<file path="src/pkg/stpc_defs.svh">
// stpc_defs.svh: offsets, fields, reset values and counts of the shared test pin block
// assumes a 32-bit apb register bus with word-aligned registers
`ifndef STPC_DEFS_SVH
`define STPC_DEFS_SVH
`define STPC_OFS_CTRL 8'h00
`define STPC_OFS_PROBE 8'h04
`define STPC_OFS_CHK 8'h08
`define STPC_OFS_STATUS 8'h0C
`define STPC_OFS_SCAN 8'h10
`define STPC_CTRL_DEDICATED 0
`define STPC_CTRL_TRST_RSV 1
`define STPC_CTRL_PROBE_KILL 2
`define STPC_CTRL_CHK_GO 3
`define STPC_PROBE_EN_FIRST 8
`define STPC_PROBE_EN_SECOND 9
`define STPC_CTRL_RST 2'b00
`define STPC_PROBE_RST 10'h000
`define STPC_CHK_RST 32'h0000_0000
`define STPC_TMS_RESET_TCKS 5
`define STPC_CHK_BITS 6'h20
`endif

</file>
<file path="src/pkg/stpc_pkg.sv">
// stpc_pkg: types of the shared test pin block
// assumes stpc_defs.svh holds the numbers
package stpc_pkg;
	typedef enum logic [3:0] {
		TAP_RESET, TAP_IDLE, TAP_SEL_DR, TAP_CAP_DR, TAP_SH_DR, TAP_EX1_DR, TAP_PAU_DR,
		TAP_EX2_DR, TAP_UPD_DR, TAP_SEL_IR, TAP_CAP_IR, TAP_SH_IR, TAP_EX1_IR, TAP_PAU_IR,
		TAP_EX2_IR, TAP_UPD_IR
	} stpc_tap_t;
endpackage

</file>
<file path="src/rtl/stpc_top.sv">
// stpc_top: shared boundary-scan and probe pin control with apb registers
// assumes all pin inputs are asynchronous and tck runs far slower than i_core_clk
`timescale 1ns/1ps
`include "stpc_defs.svh"
module stpc_top (
	input wire logic i_core_clk,
	input wire logic i_rst_n,
	input wire logic i_psel,
	input wire logic i_penable,
	input wire logic i_pwrite,
	input wire logic [7:0] i_paddr,
	input wire logic [31:0] i_pwdata,
	output logic [31:0] o_prdata,
	output logic o_pready,
	output logic o_pslverr,
	input wire logic i_tms_pin,
	input wire logic i_tck_pin,
	input wire logic i_tdi_pin,
	input wire logic i_trst_pin,
	input wire logic i_tck_user_out,
	input wire logic i_tck_user_oe,
	input wire logic i_tdi_user_out,
	input wire logic i_tdi_user_oe,
	input wire logic i_tdo_user_out,
	input wire logic i_tdo_user_oe,
	input wire logic i_trst_user_out,
	input wire logic i_trst_user_oe,
	input wire logic i_probe_user_out_first,
	input wire logic i_probe_user_oe_first,
	input wire logic i_probe_user_out_second,
	input wire logic i_probe_user_oe_second,
	input wire logic [15:0] i_probe_nodes,
	output logic o_tck_out,
	output logic o_tck_oe,
	output logic o_tdi_out,
	output logic o_tdi_oe,
	output logic o_tdo_out,
	output logic o_tdo_oe,
	output logic o_trst_out,
	output logic o_trst_oe,
	output logic o_probe_out_first,
	output logic o_probe_oe_first,
	output logic o_probe_out_second,
	output logic o_probe_oe_second,
	output stpc_pkg::stpc_tap_t o_tap_state
);
	import stpc_pkg::*;

	function automatic stpc_tap_t tap_next(input stpc_tap_t s, input logic tms);
		case (s)
			TAP_RESET: tap_next = tms ? TAP_RESET : TAP_IDLE;
			TAP_IDLE: tap_next = tms ? TAP_SEL_DR : TAP_IDLE;
			TAP_SEL_DR: tap_next = tms ? TAP_SEL_IR : TAP_CAP_DR;
			TAP_CAP_DR: tap_next = tms ? TAP_EX1_DR : TAP_SH_DR;
			TAP_SH_DR: tap_next = tms ? TAP_EX1_DR : TAP_SH_DR;
			TAP_EX1_DR: tap_next = tms ? TAP_UPD_DR : TAP_PAU_DR;
			TAP_PAU_DR: tap_next = tms ? TAP_EX2_DR : TAP_PAU_DR;
			TAP_EX2_DR: tap_next = tms ? TAP_UPD_DR : TAP_SH_DR;
			TAP_UPD_DR: tap_next = tms ? TAP_SEL_DR : TAP_IDLE;
			TAP_SEL_IR: tap_next = tms ? TAP_RESET : TAP_CAP_IR;
			TAP_CAP_IR: tap_next = tms ? TAP_EX1_IR : TAP_SH_IR;
			TAP_SH_IR: tap_next = tms ? TAP_EX1_IR : TAP_SH_IR;
			TAP_EX1_IR: tap_next = tms ? TAP_UPD_IR : TAP_PAU_IR;
			TAP_PAU_IR: tap_next = tms ? TAP_EX2_IR : TAP_PAU_IR;
			TAP_EX2_IR: tap_next = tms ? TAP_UPD_IR : TAP_SH_IR;
			TAP_UPD_IR: tap_next = tms ? TAP_SEL_DR : TAP_IDLE;
			default: tap_next = TAP_RESET;
		endcase
	endfunction

	////////////////////////////////////////////////////////////////////////////////
	// reset release and pin synchronisers

	logic rst_s1_q, rst_n_q;
	always_ff @(posedge i_core_clk or negedge i_rst_n) begin
		if (!i_rst_n) begin
			rst_s1_q <= 1'b0;
			rst_n_q <= 1'b0;
		end else begin
			rst_s1_q <= 1'b1;
			rst_n_q <= rst_s1_q;
		end
	end

	logic [3:0] pin_s1_q, pin_s2_q;
	logic tck_d1_q;
	always_ff @(posedge i_core_clk or negedge rst_n_q) begin
		if (!rst_n_q) begin
			pin_s1_q <= 4'b1001; // trst and tms idle high
			pin_s2_q <= 4'b1001;
			tck_d1_q <= 1'b0;
		end else begin
			pin_s1_q <= {i_trst_pin, i_tdi_pin, i_tck_pin, i_tms_pin};
			pin_s2_q <= pin_s1_q;
			tck_d1_q <= pin_s2_q[1];
		end
	end
	logic tms_s, tck_rise, tck_fall, tdi_s, trst_act;
	assign tms_s = pin_s2_q[0];
	assign tck_rise = pin_s2_q[1] & ~tck_d1_q;
	assign tck_fall = ~pin_s2_q[1] & tck_d1_q;
	assign tdi_s = pin_s2_q[2];

	////////////////////////////////////////////////////////////////////////////////
	// apb registers

	logic [1:0] ctrl_q;
	logic probe_lock_q, chk_go_q;
	logic [9:0] probe_q;
	logic [31:0] chk_q, scan_q;
	logic chk_busy_q, test_active_q;
	logic [31:0] rdata;
	logic hit, wr_en;
	stpc_tap_t tap_q;
	assign trst_act = ctrl_q[`STPC_CTRL_TRST_RSV] & ~pin_s2_q[3];
	assign wr_en = i_psel & i_penable & i_pwrite & o_pready;

	always_comb begin
		hit = 1'b1;
		rdata = 32'h0000_0000;
		case (i_paddr)
			`STPC_OFS_CTRL: rdata = {29'h0, probe_lock_q, ctrl_q};
			`STPC_OFS_PROBE: rdata = {22'h0, probe_q};
			`STPC_OFS_CHK: rdata = chk_q;
			`STPC_OFS_STATUS: rdata = {24'h0, trst_act, probe_lock_q, chk_busy_q,
				test_active_q, 4'(tap_q)};
			`STPC_OFS_SCAN: rdata = scan_q;
			default: hit = 1'b0;
		endcase
	end

	always_ff @(posedge i_core_clk or negedge rst_n_q) begin
		if (!rst_n_q) begin
			o_pready <= 1'b0;
			o_prdata <= 32'h0000_0000;
			o_pslverr <= 1'b0;
		end else begin
			o_pready <= i_psel & i_penable & ~o_pready;
			o_prdata <= (i_psel & i_penable & ~i_pwrite) ? rdata : 32'h0000_0000;
			o_pslverr <= i_psel & i_penable & ~o_pready & ~hit;
		end
	end

	always_ff @(posedge i_core_clk or negedge rst_n_q) begin
		if (!rst_n_q) begin
			ctrl_q <= `STPC_CTRL_RST;
			probe_q <= `STPC_PROBE_RST;
			chk_q <= `STPC_CHK_RST;
			chk_go_q <= 1'b0;
		end else begin
			chk_go_q <= wr_en & (i_paddr == `STPC_OFS_CTRL) & i_pwdata[`STPC_CTRL_CHK_GO];
			if (wr_en && i_paddr == `STPC_OFS_CTRL)
				ctrl_q <= i_pwdata[1:0];
			if (wr_en && i_paddr == `STPC_OFS_PROBE)
				probe_q <= i_pwdata[9:0];
			if (wr_en && i_paddr == `STPC_OFS_CHK)
				chk_q <= i_pwdata;
		end
	end

	always_ff @(posedge i_core_clk or negedge rst_n_q) begin
		if (!rst_n_q) begin
			probe_lock_q <= 1'b0;
		end else if (wr_en && i_paddr == `STPC_OFS_CTRL && i_pwdata[`STPC_CTRL_PROBE_KILL]) begin
			probe_lock_q <= 1'b1;
		end
	end

	////////////////////////////////////////////////////////////////////////////////
	// tap controller and shared pin ownership

	always_ff @(posedge i_core_clk or negedge rst_n_q) begin
		if (!rst_n_q) begin
			tap_q <= TAP_RESET;
		end else if (trst_act) begin
			tap_q <= TAP_RESET;
		end else if (tck_rise) begin
			tap_q <= tap_next(tap_q, tms_s);
		end
	end

	always_ff @(posedge i_core_clk or negedge rst_n_q) begin
		if (!rst_n_q) begin
			test_active_q <= 1'b0;
		end else if (ctrl_q[`STPC_CTRL_DEDICATED]) begin
			test_active_q <= 1'b1;
		end else if (!tms_s) begin
			test_active_q <= 1'b1;
		end else if (tap_q == TAP_RESET || trst_act) begin
			test_active_q <= 1'b0;
		end
	end

	logic [31:0] dr_q;
	logic [3:0] ir_q;
	logic scan_out_q;
	always_ff @(posedge i_core_clk or negedge rst_n_q) begin
		if (!rst_n_q) begin
			dr_q <= 32'h0000_0000;
			ir_q <= 4'h0;
			scan_q <= 32'h0000_0000;
			scan_out_q <= 1'b0;
		end else begin
			if (tck_rise) begin
				case (tap_q)
					TAP_CAP_DR: dr_q <= {16'h0000, i_probe_nodes};
					TAP_SH_DR: dr_q <= {tdi_s, dr_q[31:1]};
					TAP_UPD_DR: scan_q <= dr_q;
					TAP_CAP_IR: ir_q <= 4'h1;
					TAP_SH_IR: ir_q <= {tdi_s, ir_q[3:1]};
					default: ;
				endcase
			end
			if (tck_fall)
				scan_out_q <= (tap_q == TAP_SH_IR) ? ir_q[0] : dr_q[0];
		end
	end

	////////////////////////////////////////////////////////////////////////////////
	// checksum shift-out on tdo

	logic [5:0] chk_cnt_q;
	logic [31:0] chk_sh_q;
	always_ff @(posedge i_core_clk or negedge rst_n_q) begin
		if (!rst_n_q) begin
			chk_busy_q <= 1'b0;
			chk_cnt_q <= 6'h00;
			chk_sh_q <= 32'h0000_0000;
		end else if (chk_go_q && !chk_busy_q) begin
			chk_busy_q <= 1'b1;
			chk_cnt_q <= `STPC_CHK_BITS;
			chk_sh_q <= chk_q;
		end else if (chk_busy_q && tck_fall) begin
			chk_sh_q <= {1'b0, chk_sh_q[31:1]};
			chk_cnt_q <= chk_cnt_q - 6'h01;
			if (chk_cnt_q == 6'h01)
				chk_busy_q <= 1'b0;
		end
	end

	////////////////////////////////////////////////////////////////////////////////
	// pad drivers

	logic shifting;
	assign shifting = (tap_q == TAP_SH_DR) || (tap_q == TAP_SH_IR);
	always_ff @(posedge i_core_clk or negedge rst_n_q) begin
		if (!rst_n_q) begin
			o_tck_out <= 1'b0;
			o_tck_oe <= 1'b0;
			o_tdi_out <= 1'b0;
			o_tdi_oe <= 1'b0;
			o_tdo_out <= 1'b0;
			o_tdo_oe <= 1'b0;
			o_trst_out <= 1'b0;
			o_trst_oe <= 1'b0;
			o_tap_state <= TAP_RESET;
		end else begin
			o_tap_state <= tap_q;
			o_tck_out <= i_tck_user_out;
			o_tck_oe <= ~test_active_q & i_tck_user_oe;
			o_tdi_out <= i_tdi_user_out;
			o_tdi_oe <= ~test_active_q & i_tdi_user_oe;
			o_trst_out <= i_trst_user_out;
			o_trst_oe <= ~ctrl_q[`STPC_CTRL_TRST_RSV] & i_trst_user_oe;
			if (test_active_q) begin
				o_tdo_out <= scan_out_q;
				o_tdo_oe <= shifting;
			end else if (chk_busy_q) begin
				o_tdo_out <= chk_sh_q[0];
				o_tdo_oe <= 1'b1;
			end else begin
				o_tdo_out <= i_tdo_user_out;
				o_tdo_oe <= i_tdo_user_oe;
			end
		end
	end

	always_ff @(posedge i_core_clk or negedge rst_n_q) begin
		if (!rst_n_q) begin
			o_probe_out_first <= 1'b0;
			o_probe_oe_first <= 1'b0;
			o_probe_out_second <= 1'b0;
			o_probe_oe_second <= 1'b0;
		end else begin
			if (probe_q[`STPC_PROBE_EN_FIRST] && !probe_lock_q) begin
				o_probe_out_first <= i_probe_nodes[probe_q[3:0]];
				o_probe_oe_first <= 1'b1;
			end else begin
				o_probe_out_first <= i_probe_user_out_first;
				o_probe_oe_first <= i_probe_user_oe_first;
			end
			if (probe_q[`STPC_PROBE_EN_SECOND] && !probe_lock_q) begin
				o_probe_out_second <= i_probe_nodes[probe_q[7:4]];
				o_probe_oe_second <= 1'b1;
			end else begin
				o_probe_out_second <= i_probe_user_out_second;
				o_probe_oe_second <= i_probe_user_oe_second;
			end
		end
	end

	////////////////////////////////////////////////////////////////////////////////
	// checks

	logic [2:0] tms_hi_cnt_q;
	always_ff @(posedge i_core_clk or negedge rst_n_q) begin
		if (!rst_n_q)
			tms_hi_cnt_q <= 3'd0;
		else if (tck_rise)
			tms_hi_cnt_q <= !tms_s ? 3'd0 : (tms_hi_cnt_q == 3'd7) ? 3'd7 : tms_hi_cnt_q + 3'd1;
	end
endmodule

</file>
<file path="config.mk">
export PLATFORM = sky130hd
export DESIGN_NAME = stpc_top
export DESIGN_NICKNAME = d
export VERILOG_FILES = /design/src/pkg/stpc_pkg.sv /design/src/rtl/stpc_top.sv
export VERILOG_INCLUDE_DIRS = /design/src /design/src/pkg
export SDC_FILE = /design/constraint.sdc
export NUM_CORES = 1
export LEC_CHECK = 0
export BUFFER_PORTS_ARGS = -buffer_cell sky130_fd_sc_hd__clkbuf_2
export CORE_MARGIN = 3
export CORE_UTILIZATION = 62
export DETAILED_ROUTE_END_ITERATION = 12
export PLACE_DENSITY = 0.83
export SKIP_LAST_GASP = 1
export SLEW_MARGIN = 40
export SYNTH_ARGS = -nofsm -noshare
export SYNTH_HDL_FRONTEND = slang
export SYNTH_SLANG_ARGS = --single-unit
</file>
<file path="constraint.sdc">
create_clock -name i_core_clk -period 13.88 [get_ports i_core_clk]
set_input_delay 0.694 -clock i_core_clk [delete_from_list [all_inputs] [get_ports i_core_clk]]
set_output_delay 0.694 -clock i_core_clk [all_outputs]
set_load 0.05 [all_outputs]
</file>
==> flow_metrics.tcl, run 1 <==
set metrics [dict create \
    status "complete, no violations" \
    fill_cells 962 \
    synth_fp_nets 856 \
    cp-start-kind "input port" \
    die_y_um 129 \
    clkTransAtPathRegs_ps 50 \
    netSwitchingFraction_pct 28.1 \
    synth_seq_cells 220 \
    synthFlopType "dfrtp_1" \
    syn_inst 777 \
    globalRoute.busiestLayer "met2" \
    antenna_found_initial 0 \
    insertedDiodeCount 0 \
    rows 44 \
    drc_errors 0 \
    layout_setup_ws_ps 11270 \
    cts_tree "built" \
    rr_startpoint "tap_q[1]" \
    setup_tns_ps 0 \
    timing_worst_setup_path_type "in -> reg" \
    grt_usage_pct 25.8 \
    vias 6568 \
    seqPwrFrac_pct 49.6 \
    grt_pass1_vias 6705 \
    p_clk_share_pct 35.4 \
    max_freq_ghz 0.383 \
    htree_levels 1 \
    setup.worst_path.end_class "register" \
    total_leakage_power_nw 5.17 \
    worstPathMaxFanout 32 \
    worstReg2RegEnd "dr_q[15]" \
    fin_crit_sh_pct 18.8 \
    ios 127 \
    slew_headroom_pct 47.1 \
    dpl_worst_slack_ps 10770 \
    seq_area_frac_synth_pct 58.9 \
    yosysTopAreaCellShare_pct 57.7 \
    grt_start_max_net_pins 114 \
    die_x_um 129 \
    p_per_area_mw_per_mm2 150 \
    min_period_ps 2610 \
    cp.required_ps 14260 \
    yosys-top-cells-area "dfrtp_1 (58%), mux2_2 (5.9%), mux2_4 (4.8%)" \
    critPathLaunch "i_paddr[0]" \
    yosysWarnings 0 \
    grt_overflow_total 0 \
    core_area_sq_mm 0.0146 \
    first_pass_iters 5 \
    rr_worst_depth 5 \
    nNetsFinal 961 \
    finalSetupViolCount 0 \
    hold_viol 0 \
    rsz0062_at_grt "no" \
    cts_root_buf "clkbuf_16" \
    grt_util_met3_pct 4.28 \
    grtUsageMet2_pct 43.4 \
    synth_top_area_cell "dfrtp_1" \
    drt_iter0_drc 547 \
    cts_buffers 23 \
    irDropWorstVdd_mv 0.115 \
    fin_util_pct 73.7 \
    drive_gt1_share_pct 30.3 \
    synth-edff-count 0 \
    routed_wl_um 21100 \
    clk_latency_ps 500 \
    tightest_slew_ps 794 \
    cts_hold_buf 1 \
    p_switching_mw 0.455 \
    post-cts-setup-buffers 0 \
    cts.sinks 220 \
    area_delta_synth_final_pct 15.3 \
    p_total_mw 1.62 \
    dpl.hpwl_um 13800 \
    internal-power_mw 1.16 \
    skew_ps 9.85 \
    cts_resized 0 \
    cap_violations 0 \
    wire_per_inst_um 19.5 \
    initial_core_util_pct 63.9 \
    r2r_slack_ps 11550 \
    clockBufferDepth 3 \
    synth_area_per_cell_sq_um 12.0 \
    die_area_sq_mm 0.0166 \
    routed_via_density 6.09 \
    port_buffers 126 \
    worstSetupEndpoint "chk_q[1]" \
    ys_types 52 \
    grt_pass1_wl_um 34600 \
    holdCritPathClass "in -> reg" \
    final_cells 1078 \
    gr-usage-met1_pct 35.2 \
    syn-cell-area_sq_mm 0.00936 \
    ant_nets 0 \
    dpl.cell_count 1040 \
    maxSlewViolCount 0 \
    crit_arrival_ps 2990 \
    pwr-share-comb_pct 14.9 \
    synth-async-reset-ratio_pct 100 \
    gp_congestion 0.867 \
]
[metrics by stage]
stage	hold slack (ps)	area [sq um]
finish	281	10800
global route	260	10800
CTS	264	10800
detailed placement	307	10100
global placement	304	10000
floorplan	331	9360
[power by group through the flow]
stage	Sequential (mW)	Combinational [mW]	Clock [mW]
CTS	0.800	0.242	0.584
global placement	0.804	0.225	0
detailed placement	0.812	0.240	0
floorplan	0.814	0.157	0
global route	0.814	0.265	0.608
finish	0.804	0.242	0.574
[registers in the layout, summed over array words and instances (netlist names), 2 cells and up]
| name | count |
|---|---|
| ctrl_q | 2 |
| tap_q | 4 |
| pin_s2_q | 4 |
| chk_q | 32 |
| chk_sh_q | 32 |
| scan_q | 32 |
| o_prdata | 32 |
| pin_s1_q | 4 |
| ir_q | 4 |
| o_tap_state | 4 |
| dr_q | 32 |
| chk_cnt_q | 6 |
| probe_q | 10 |
[cell usage in the layout, fill, tap and decap left out, types with 3 or more instances in the layout]
| cell type | Yosys | routed |
|---|---|---|
| nand3b_1 | 5 | 5 |
| mux2_4 | 30 | 30 |
| clkbuf_1 | 43 | 9 |
| dfstp_2 | 4 | 4 |
| a22o_1 | 24 | 24 |
| buf_4 | 0 | 6 |
| inv_1 | 6 | 6 |
| mux4_2 | 10 | 10 |
| nor3_1 | 5 | 4 |
| o21ai_0 | 31 | 31 |
| a31oi_1 | 33 | 33 |
| a211o_1 | 3 | 3 |
| clkbuf_8 | 0 | 4 |
| nand2b_1 | 6 | 5 |
| dfrtp_1 | 216 | 215 |
| a22oi_1 | 32 | 32 |
| clkbuf_16 | 0 | 23 |
| nand3_1 | 16 | 16 |
| nand2_1 | 103 | 103 |
| mux2_2 | 49 | 49 |
| clkbuf_2 | 0 | 126 |
| mux2i_1 | 22 | 22 |
| nor2_1 | 68 | 67 |
| nor2b_1 | 12 | 12 |
| a21oi_1 | 9 | 9 |
[kinds of logic after synthesis]
family | count (synthesis) | share of synthesized area, %
other cells | 1 | 0.0401
buf+inv | 61 | 3.10
compound gates | 146 | 10.7
fa+ha+maj | 2 | 0.267
mux | 111 | 15.5
flops | 220 | 58.9
xor+xnor | 2 | 0.187
simple gates | 234 | 11.4
[worst min path at each step]
stage | start | endpoint | slack (ps) | cells past startpoint
after floorplan | pin_s1_q[1] | pin_s2_q[1] | 330 | 0
after global placement | rst_n_q | o_probe_out_second | 300 | 0
after detailed placement | rst_n_q | dr_q[10] | 310 | 0
after CTS | i_trst_pin | pin_s1_q[3] | 260 | 1
after global routing | i_trst_pin | pin_s1_q[3] | 260 | 1
final | i_trst_pin | pin_s1_q[3] | 280 | 1
[worst max-delay path, stage by stage]
cell      delay (ps)
clkbuf_2          80
or4_4            600
or4_4            550
nor2_8           650
mux2_2           410
[layer usage]
layer | part of all wire (%) | wire length (um) | up-vias
met5 | 0 | 0 | -
met4 | 2.5 | 531 | 0
met3 | 6.1 | 1290 | 47
met2 | 50 | 10600 | 247
met1 | 41 | 8640 | 3314
li1 | - | - | 2960
[cells in the mapped netlist, types with 12 or more instances]
master and count:
a22oi_1 32, nand3_1 16, nor2b_1 12, a22o_1 24, o21ai_0 31, clkbuf_1 43, a31oi_1 33, mux2i_1 22
mux2_2 49, nor2_1 68, dfrtp_1 216, mux2_4 30, nand2_1 103
[cell type report]
type | instances | area [sq um] | area share [%]
repair buffers | 135 | 733 | 6.79
well taps | 184 | 230 | 2.13
inverters | 6 | 22.5 | 0.209
clock buffers | 36 | 664 | 6.15
clock inverters | 1 | 30.0 | 0.278
flip-flops and latches | 220 | 5510 | 51.1
multi-input cells | 496 | 3600 | 33.4
No activity file was read; power rests on OpenSTA's default activity.
==> run 2: changes to the inputs <==
ABC_AREA = 1   (was unset)
CORE_UTILIZATION = 52   (was 62)
PLACE_DENSITY = 0.74   (was 0.83)
clock period = 2.4 ns   (was 13.88 ns; I/O delays follow)
==> run 2 against run 1 <==
  * Sequential share of layout area is 4.1 points lower
  * Clock-buffer cell count is 5 lower
  * Combinational power grew to 5.8 times the previous value
  * Core utilization is 6.8 points lower
  * Total power grew to 6.0 times the previous value
  * Flip-flop and latch count stayed put
  * Sequential power grew to 5.6 times the previous value
  * Cell count is 41% higher
  * Setup slack worse by 11000 ps
  * Hold slack worse by 270 ps
==> flow_metrics.tcl, run 2 <==
set metrics [dict create \
    maxSlewViolCount 0 \
    ys_types 37 \
    irDropWorstVdd_mv 0.766 \
    synthFlopType "dfrtp_1" \
    cts_buffers 23 \
    grt_pass1_wl_um 40300 \
    cts_tree "built" \
    cts.sinks 220 \
    synthAdderAreaFrac_pct 0.266 \
    tightest_slew_ps 714 \
    fill_cells 1398 \
    min_period_ps 1970 \
    gp_congestion 0.901 \
    clk_latency_ps 500 \
    rsz0062_at_grt "no" \
    htree_levels 1 \
    fin_crit_sh_pct 82.2 \
    synth_area_per_cell_sq_um 8.60 \
    finalSetupViolCount 0 \
    synth_seq_cells 220 \
    clockBufferDepth 3 \
    final_common_cell "nand2_1" \
    synth_top_family_by_area "simple AND/OR/NAND/NOR gates" \
    core_area_sq_mm 0.0175 \
    crit_family "simple AND/OR/NAND/NOR gates" \
    grt_overflow_total 0 \
    synth_commonest_cells "nand2_1 (322), dfrtp_1 (216), o21ai_0 (100), nor2_1 (90), nand3_1 (87)" \
    area_delta_synth_final_pct 24.6 \
    muxShareOfSynthArea_pct 0 \
    seqPwrFrac_pct 46.3 \
    yosysWarnings 0 \
    vias 8215 \
    wire_per_inst_um 16.4 \
    cap_violations 0 \
    die_y_um 141 \
    syn-cell-area_sq_mm 0.00942 \
    port_buffers 126 \
    die_area_sq_mm 0.0198 \
    seq_area_frac_synth_pct 58.5 \
    setup.worst_path.end_class "register" \
    p_per_area_mw_per_mm2 835 \
    path_cells "nor2_2 -> nand2_4 -> a21oi_4 -> buf_4 -> o21ai_0" \
    synth_compound_gate_area_share_pct 11.7 \
    rr_startpoint "tap_q[0]" \
    antenna_found_initial 0 \
    routed_wl_um 24900 \
    clkTransAtPathRegs_ps 60 \
    nNetsFinal 1357 \
    slowest_delay_ps 520 \
    yosysTopAreaCellShare_pct 57.4 \
    synth-edff-count 0 \
    ios 127 \
    synth_fp_nets 1175 \
    rows 48 \
    timing_worst_setup_path_type "reg -> reg" \
    drive_gt1_share_pct 16.1 \
    ff_latch_area_sq_mm 0.00551 \
    syn_inst 1096 \
    setup_tns_ps 0 \
    skew_ps 12.3 \
    internal-power_mw 7.19 \
    crit_arrival_ps 2330 \
    post-cts-setup-buffers 0 \
    p_switching_mw 2.61 \
    grt_pass1_vias 7685 \
    synth_simple_gate_area_share_pct 23.1 \
    status "complete, no violations" \
    multiInputGateArea_sq_mm 0.00332 \
    p_clk_share_pct 39.3 \
    slew_headroom_pct 52.2 \
    initial_core_util_pct 53.7 \
    synth_xor_area_share_pct 0 \
    path_buf_inv 1 \
    yosysMostFrequentCell "nand2_1" \
    drt_iter0_drc 818 \
    hold_viol 0 \
    grt_start_max_net_pins 77 \
    cts_root_buf "clkbuf_16" \
    total_leakage_power_nw 5.81 \
    drc_errors 0 \
    cp.required_ps 2750 \
    final_cell_mix "nand2_1 (322), dfrtp_1 (215), clkbuf_2 (126)" \
    insertedDiodeCount 0 \
    worstPathMaxFanout 48 \
    die_x_um 141 \
    p_total_mw 9.80 \
    max_freq_ghz 0.507 \
    ant_nets 0 \
    hold_ws_ps 13.6 \
    pwr-share-comb_pct 14.4 \
    cts_resized 0 \
    yosys-top-cells-area "dfrtp_1 (57%), nand2_1 (13%), o21ai_0 (5.3%)" \
    synth_top_area_cell "dfrtp_1" \
    worstHoldStart "i_probe_nodes[11]" \
    routed_via_density 5.41 \
    dpl.hpwl_um 17000 \
    synth-async-reset-ratio_pct 100 \
    cp-start-kind "register" \
    grt_usage_pct 25.3 \
    netSwitchingFraction_pct 26.6 \
    cp_slowest_cell "dfrtp_1" \
    first_pass_iters 5 \
    critPathLaunch "tap_q[0]" \
    holdCritPathClass "in -> reg" \
]
## run 2: cell count changes after synthesis, sizes merged, moves of 32 or more
cell / delta
nand3: +71
o21ai: +77
mux2: -79
inv: +83
a21oi: +32
nand2: +223
## run 2: final cells by class
type	instances	share of cell area [%]
Clock buffer	31	5.50
Clock inverter	10	1.54
Inverter	92	2.95
Multi-Input combinational cell	734	28.3
Sequential cell	220	47.0
Tap cell	225	2.40
Timing Repair Buffer	207	12.3
## run 2: power by group through the flow
stage	logic (mW)	registers (mW)	clock network, mW
after floorplan	0.807	4.67	0
after global placement	1.29	4.57	0
after detailed placement	1.33	4.58	0
after CTS	1.42	4.53	3.91
after global routing	1.62	4.61	4.05
final	1.41	4.54	3.85
## run 2: worst paths after layout
path / to / slack, ps / cells past startpoint
min: dr_q[11] / 10 / 5
max reg2reg: dr_q[1] / 430 / 5
min in group asynchronous: scan_q[2] / 200 / 0
max: dr_q[1] / 430 / 5
max in group asynchronous: dr_q[6] / 1530 / 1
min reg2reg: scan_q[2] / 200 / 0
## run 2: tightest hold or removal path, stage by stage
cell	delay, ps
clkbuf_2	110
nand2_1	50
o21ai_0	60
nand2_1	50
o21ai_0	70
## run 2: metal layers
metal  vias up  share of wire (%)  global-route usage [%]
li1       3929                  -                       -
met1      3905                 45                    39.0
met2       316                 44                    36.5
met3        65                6.8                    4.27
met4         0                3.7                    8.36
met5         -                  0                       0
## run 2: through the flow
stage,worst slack (ps),area [sq um],util (%),cells
finish,428,11700,66.9,1519
global route,193,11700,66.9,1519
CTS,446,11700,66.9,1519
detailed placement,461,10300,58.6,1414
global placement,554,10300,58.6,1414
floorplan,172,9420,-,1096
## run 2: timing repair
action	CTS	global route
endpoints found under the hold margin	79	0
endpoints found under the setup margin	0	0
hold buffers	64	0
## run 2: kinds of logic (layout without fill, tap and decap cells)
| group | after synthesis | count (layout) |
|---|---|---|
| compound gates | 204 | 204 |
| other cells | 1 | 1 |
| fa+ha+maj | 2 | 2 |
| flops | 220 | 220 |
| buf+inv | 142 | 340 |
| simple gates | 527 | 527 |
==> run 3: changes to the inputs <==
ABC_AREA = 0   (was 1)
CORE_UTILIZATION = 57   (was 52)
PLACE_DENSITY = 0.77   (was 0.74)
clock period = 1.85 ns   (was 2.4 ns; I/O delays follow)
==> run 3 against run 2 <==
  * First-iteration DRC count shrank 30%
  * Routed wire length decreased by 6.0%
  * Sequential share of layout area is 1.4 points lower
  * Combinational power increased by 63%
  * Core utilization rose by 8.7 points
  * Register-to-register slack worse by 400 ps
  * Total power up 38%
  * Largest cell class unchanged
==> flow_metrics.tcl, run 3 (synthesis results as in run 1) <==
set metrics [dict create \
    status "complete, no violations" \
    dpl.hpwl_um 14800 \
    top_layer_used "met5" \
    vias 7002 \
    irDropWorstVdd_mv 0.863 \
    critical_path_depth 3 \
    nNetsFinal 1069 \
    p_total_mw 13.6 \
    final_common_cell "dfrtp_1" \
    maxSlewViolCount 0 \
    dpl_worst_slack_ps -137 \
    max_freq_ghz 0.547 \
    drt-met1-wl_um 9250 \
    fill_cells 1020 \
    slowest_delay_ps 510 \
    ant_nets 0 \
    rsz0062_at_grt "yes" \
    layout_setup_ws_ps 22.8 \
    total_leakage_power_nw 5.78 \
    die_x_um 134 \
    setup.worst_path.end_class "register" \
    worstHoldStart "i_paddr[1]" \
    routed_via_density 5.72 \
    multiInputGateArea_sq_mm 0.00359 \
    post-cts-setup-buffers 0 \
    wire_per_inst_um 19.1 \
    drive_gt1_share_pct 32.0 \
    cap_violations 0 \
    wl_met2_um 12100 \
    grt_overflow_total 0 \
    path_cells "mux4_2 -> mux4_2 -> mux2_4" \
    holdCritPathClass "in -> reg" \
    cts_root_buf "clkbuf_16" \
    antenna_found_initial 1 \
    grt_usage_pct 26.9 \
    clockBufferDepth 3 \
    ios 127 \
    skew_ps 13.5 \
    port_buffers 126 \
    routed_wl_um 23400 \
    timing_worst_setup_path_type "reg -> reg" \
    drt_iter0_drc 570 \
    p_per_area_mw_per_mm2 1120 \
    core_area_sq_mm 0.0160 \
    whs_path_depth 3 \
    hold_viol 0 \
    finalSetupViolCount 0 \
    grt_pass1_vias 7356 \
    cts_buffers 24 \
    crit_arrival_ps 2230 \
    die_y_um 134 \
    die_area_sq_mm 0.0180 \
    area_delta_synth_final_pct 29.2 \
    cp_slowest_cell "mux4_2" \
    path_common_cell "mux4_2" \
    htree_levels 1 \
    cp.required_ps 2250 \
    cts_tree "built" \
    insertedDiodeCount 0 \
    worstPathMaxFanout 5 \
    grt_start_max_net_pins 54 \
    critPathLaunch "probe_q[0]" \
    clkTransAtPathRegs_ps 60 \
    ff_latch_area_sq_mm 0.00552 \
    first_pass_iters 6 \
    gp_congestion 0.862 \
    rows 46 \
    path_buf_inv 0 \
    cts.sinks 220 \
    min_period_ps 1830 \
    rr_startpoint "probe_q[0]" \
    grt_pass1_wl_um 38800 \
    drc_errors 0 \
    wl_met3_um 1340 \
    final_cell_mix "dfrtp_1 (213), clkbuf_2 (126), nand2_1 (103)" \
    cp-start-kind "register" \
    initial_core_util_pct 58.5 \
    clk_latency_ps 510 \
    crit_family "multiplexers" \
    rr_worst_depth 3 \
    fin_crit_sh_pct 98.8 \
]
[run 3: cell types whose count changed in the layout (fill, tap and decap cells not counted), moves of 12 or more]
cell,change
nand2_1,-219
inv_1,-77
nand3_1,-71
o21ai_0,-69
mux2_2,+48
a21oi_1,-31
a22oi_1,+31
mux2_4,+31
a22o_1,+24
buf_4,+24
nor2_1,-23
mux2i_1,+22
o22ai_1,-17
nor2b_1,+12
[run 3: final cells by class]
cell class	count	area share, %
flip-flops and latches	220	45.6
multi-input cells	496	29.6
repair buffers	242	14.9
clock buffers	29	5.54
well taps	216	2.23
clock inverters	15	1.92
inverters	6	0.186
[run 3: worst register-to-register path, stage by stage (launching register included)]
cell,delay [ps]
dfrtp_2,440
mux4_2,510
mux4_2,490
mux2_4,270
[run 3: path summary, 6_finish.rpt]
kind,end,slack (ps)
min in group asynchronous,o_probe_oe_second,270
hold / removal,o_pslverr,110
setup / recovery,o_probe_out_first,20
setup reg to reg,o_probe_out_first,20
hold reg to reg,o_probe_oe_second,270
max in group asynchronous,o_tdi_out,870
[run 3: routing by layer]
metal / vias up / track usage, %
li1: 3182 / -
met1: 3469 / 35.4
met2: 280 / 46.3
met3: 69 / 4.28
met4: 2 / 8.26
met5: - / 0
[run 3: through the flow]
stage	hold WS [ps]	setup TNS [ps]	instances	area [sq um]	util [%]
6_report	108	0	1224	12100	75.6
3_5_place_dp	-119	-4350	1111	10500	65.6
5_1_grt	115	-22.9	1224	12100	75.6
4_1_cts	93.4	0	1224	12100	75.6
3_3_place_gp	-119	-3590	1111	10500	65.6
2_1_floorplan	-203	-83490	777	9380	-
[run 3: repair_timing]
item	4_1_cts	5_1_grt
hold endpoints to repair	82	0
endpoints found under the setup margin	2	2
resized for setup	2	2
hold buffers	69	0
pin swaps	0	0
[run 3: report_power, final]
group	total, mW	switching (mW)	internal (mW)
combinational	2.30	1.31	0.988
sequential	5.90	0.489	5.41
clock	5.37	1.95	3.42
total	13.6	3.75	9.82
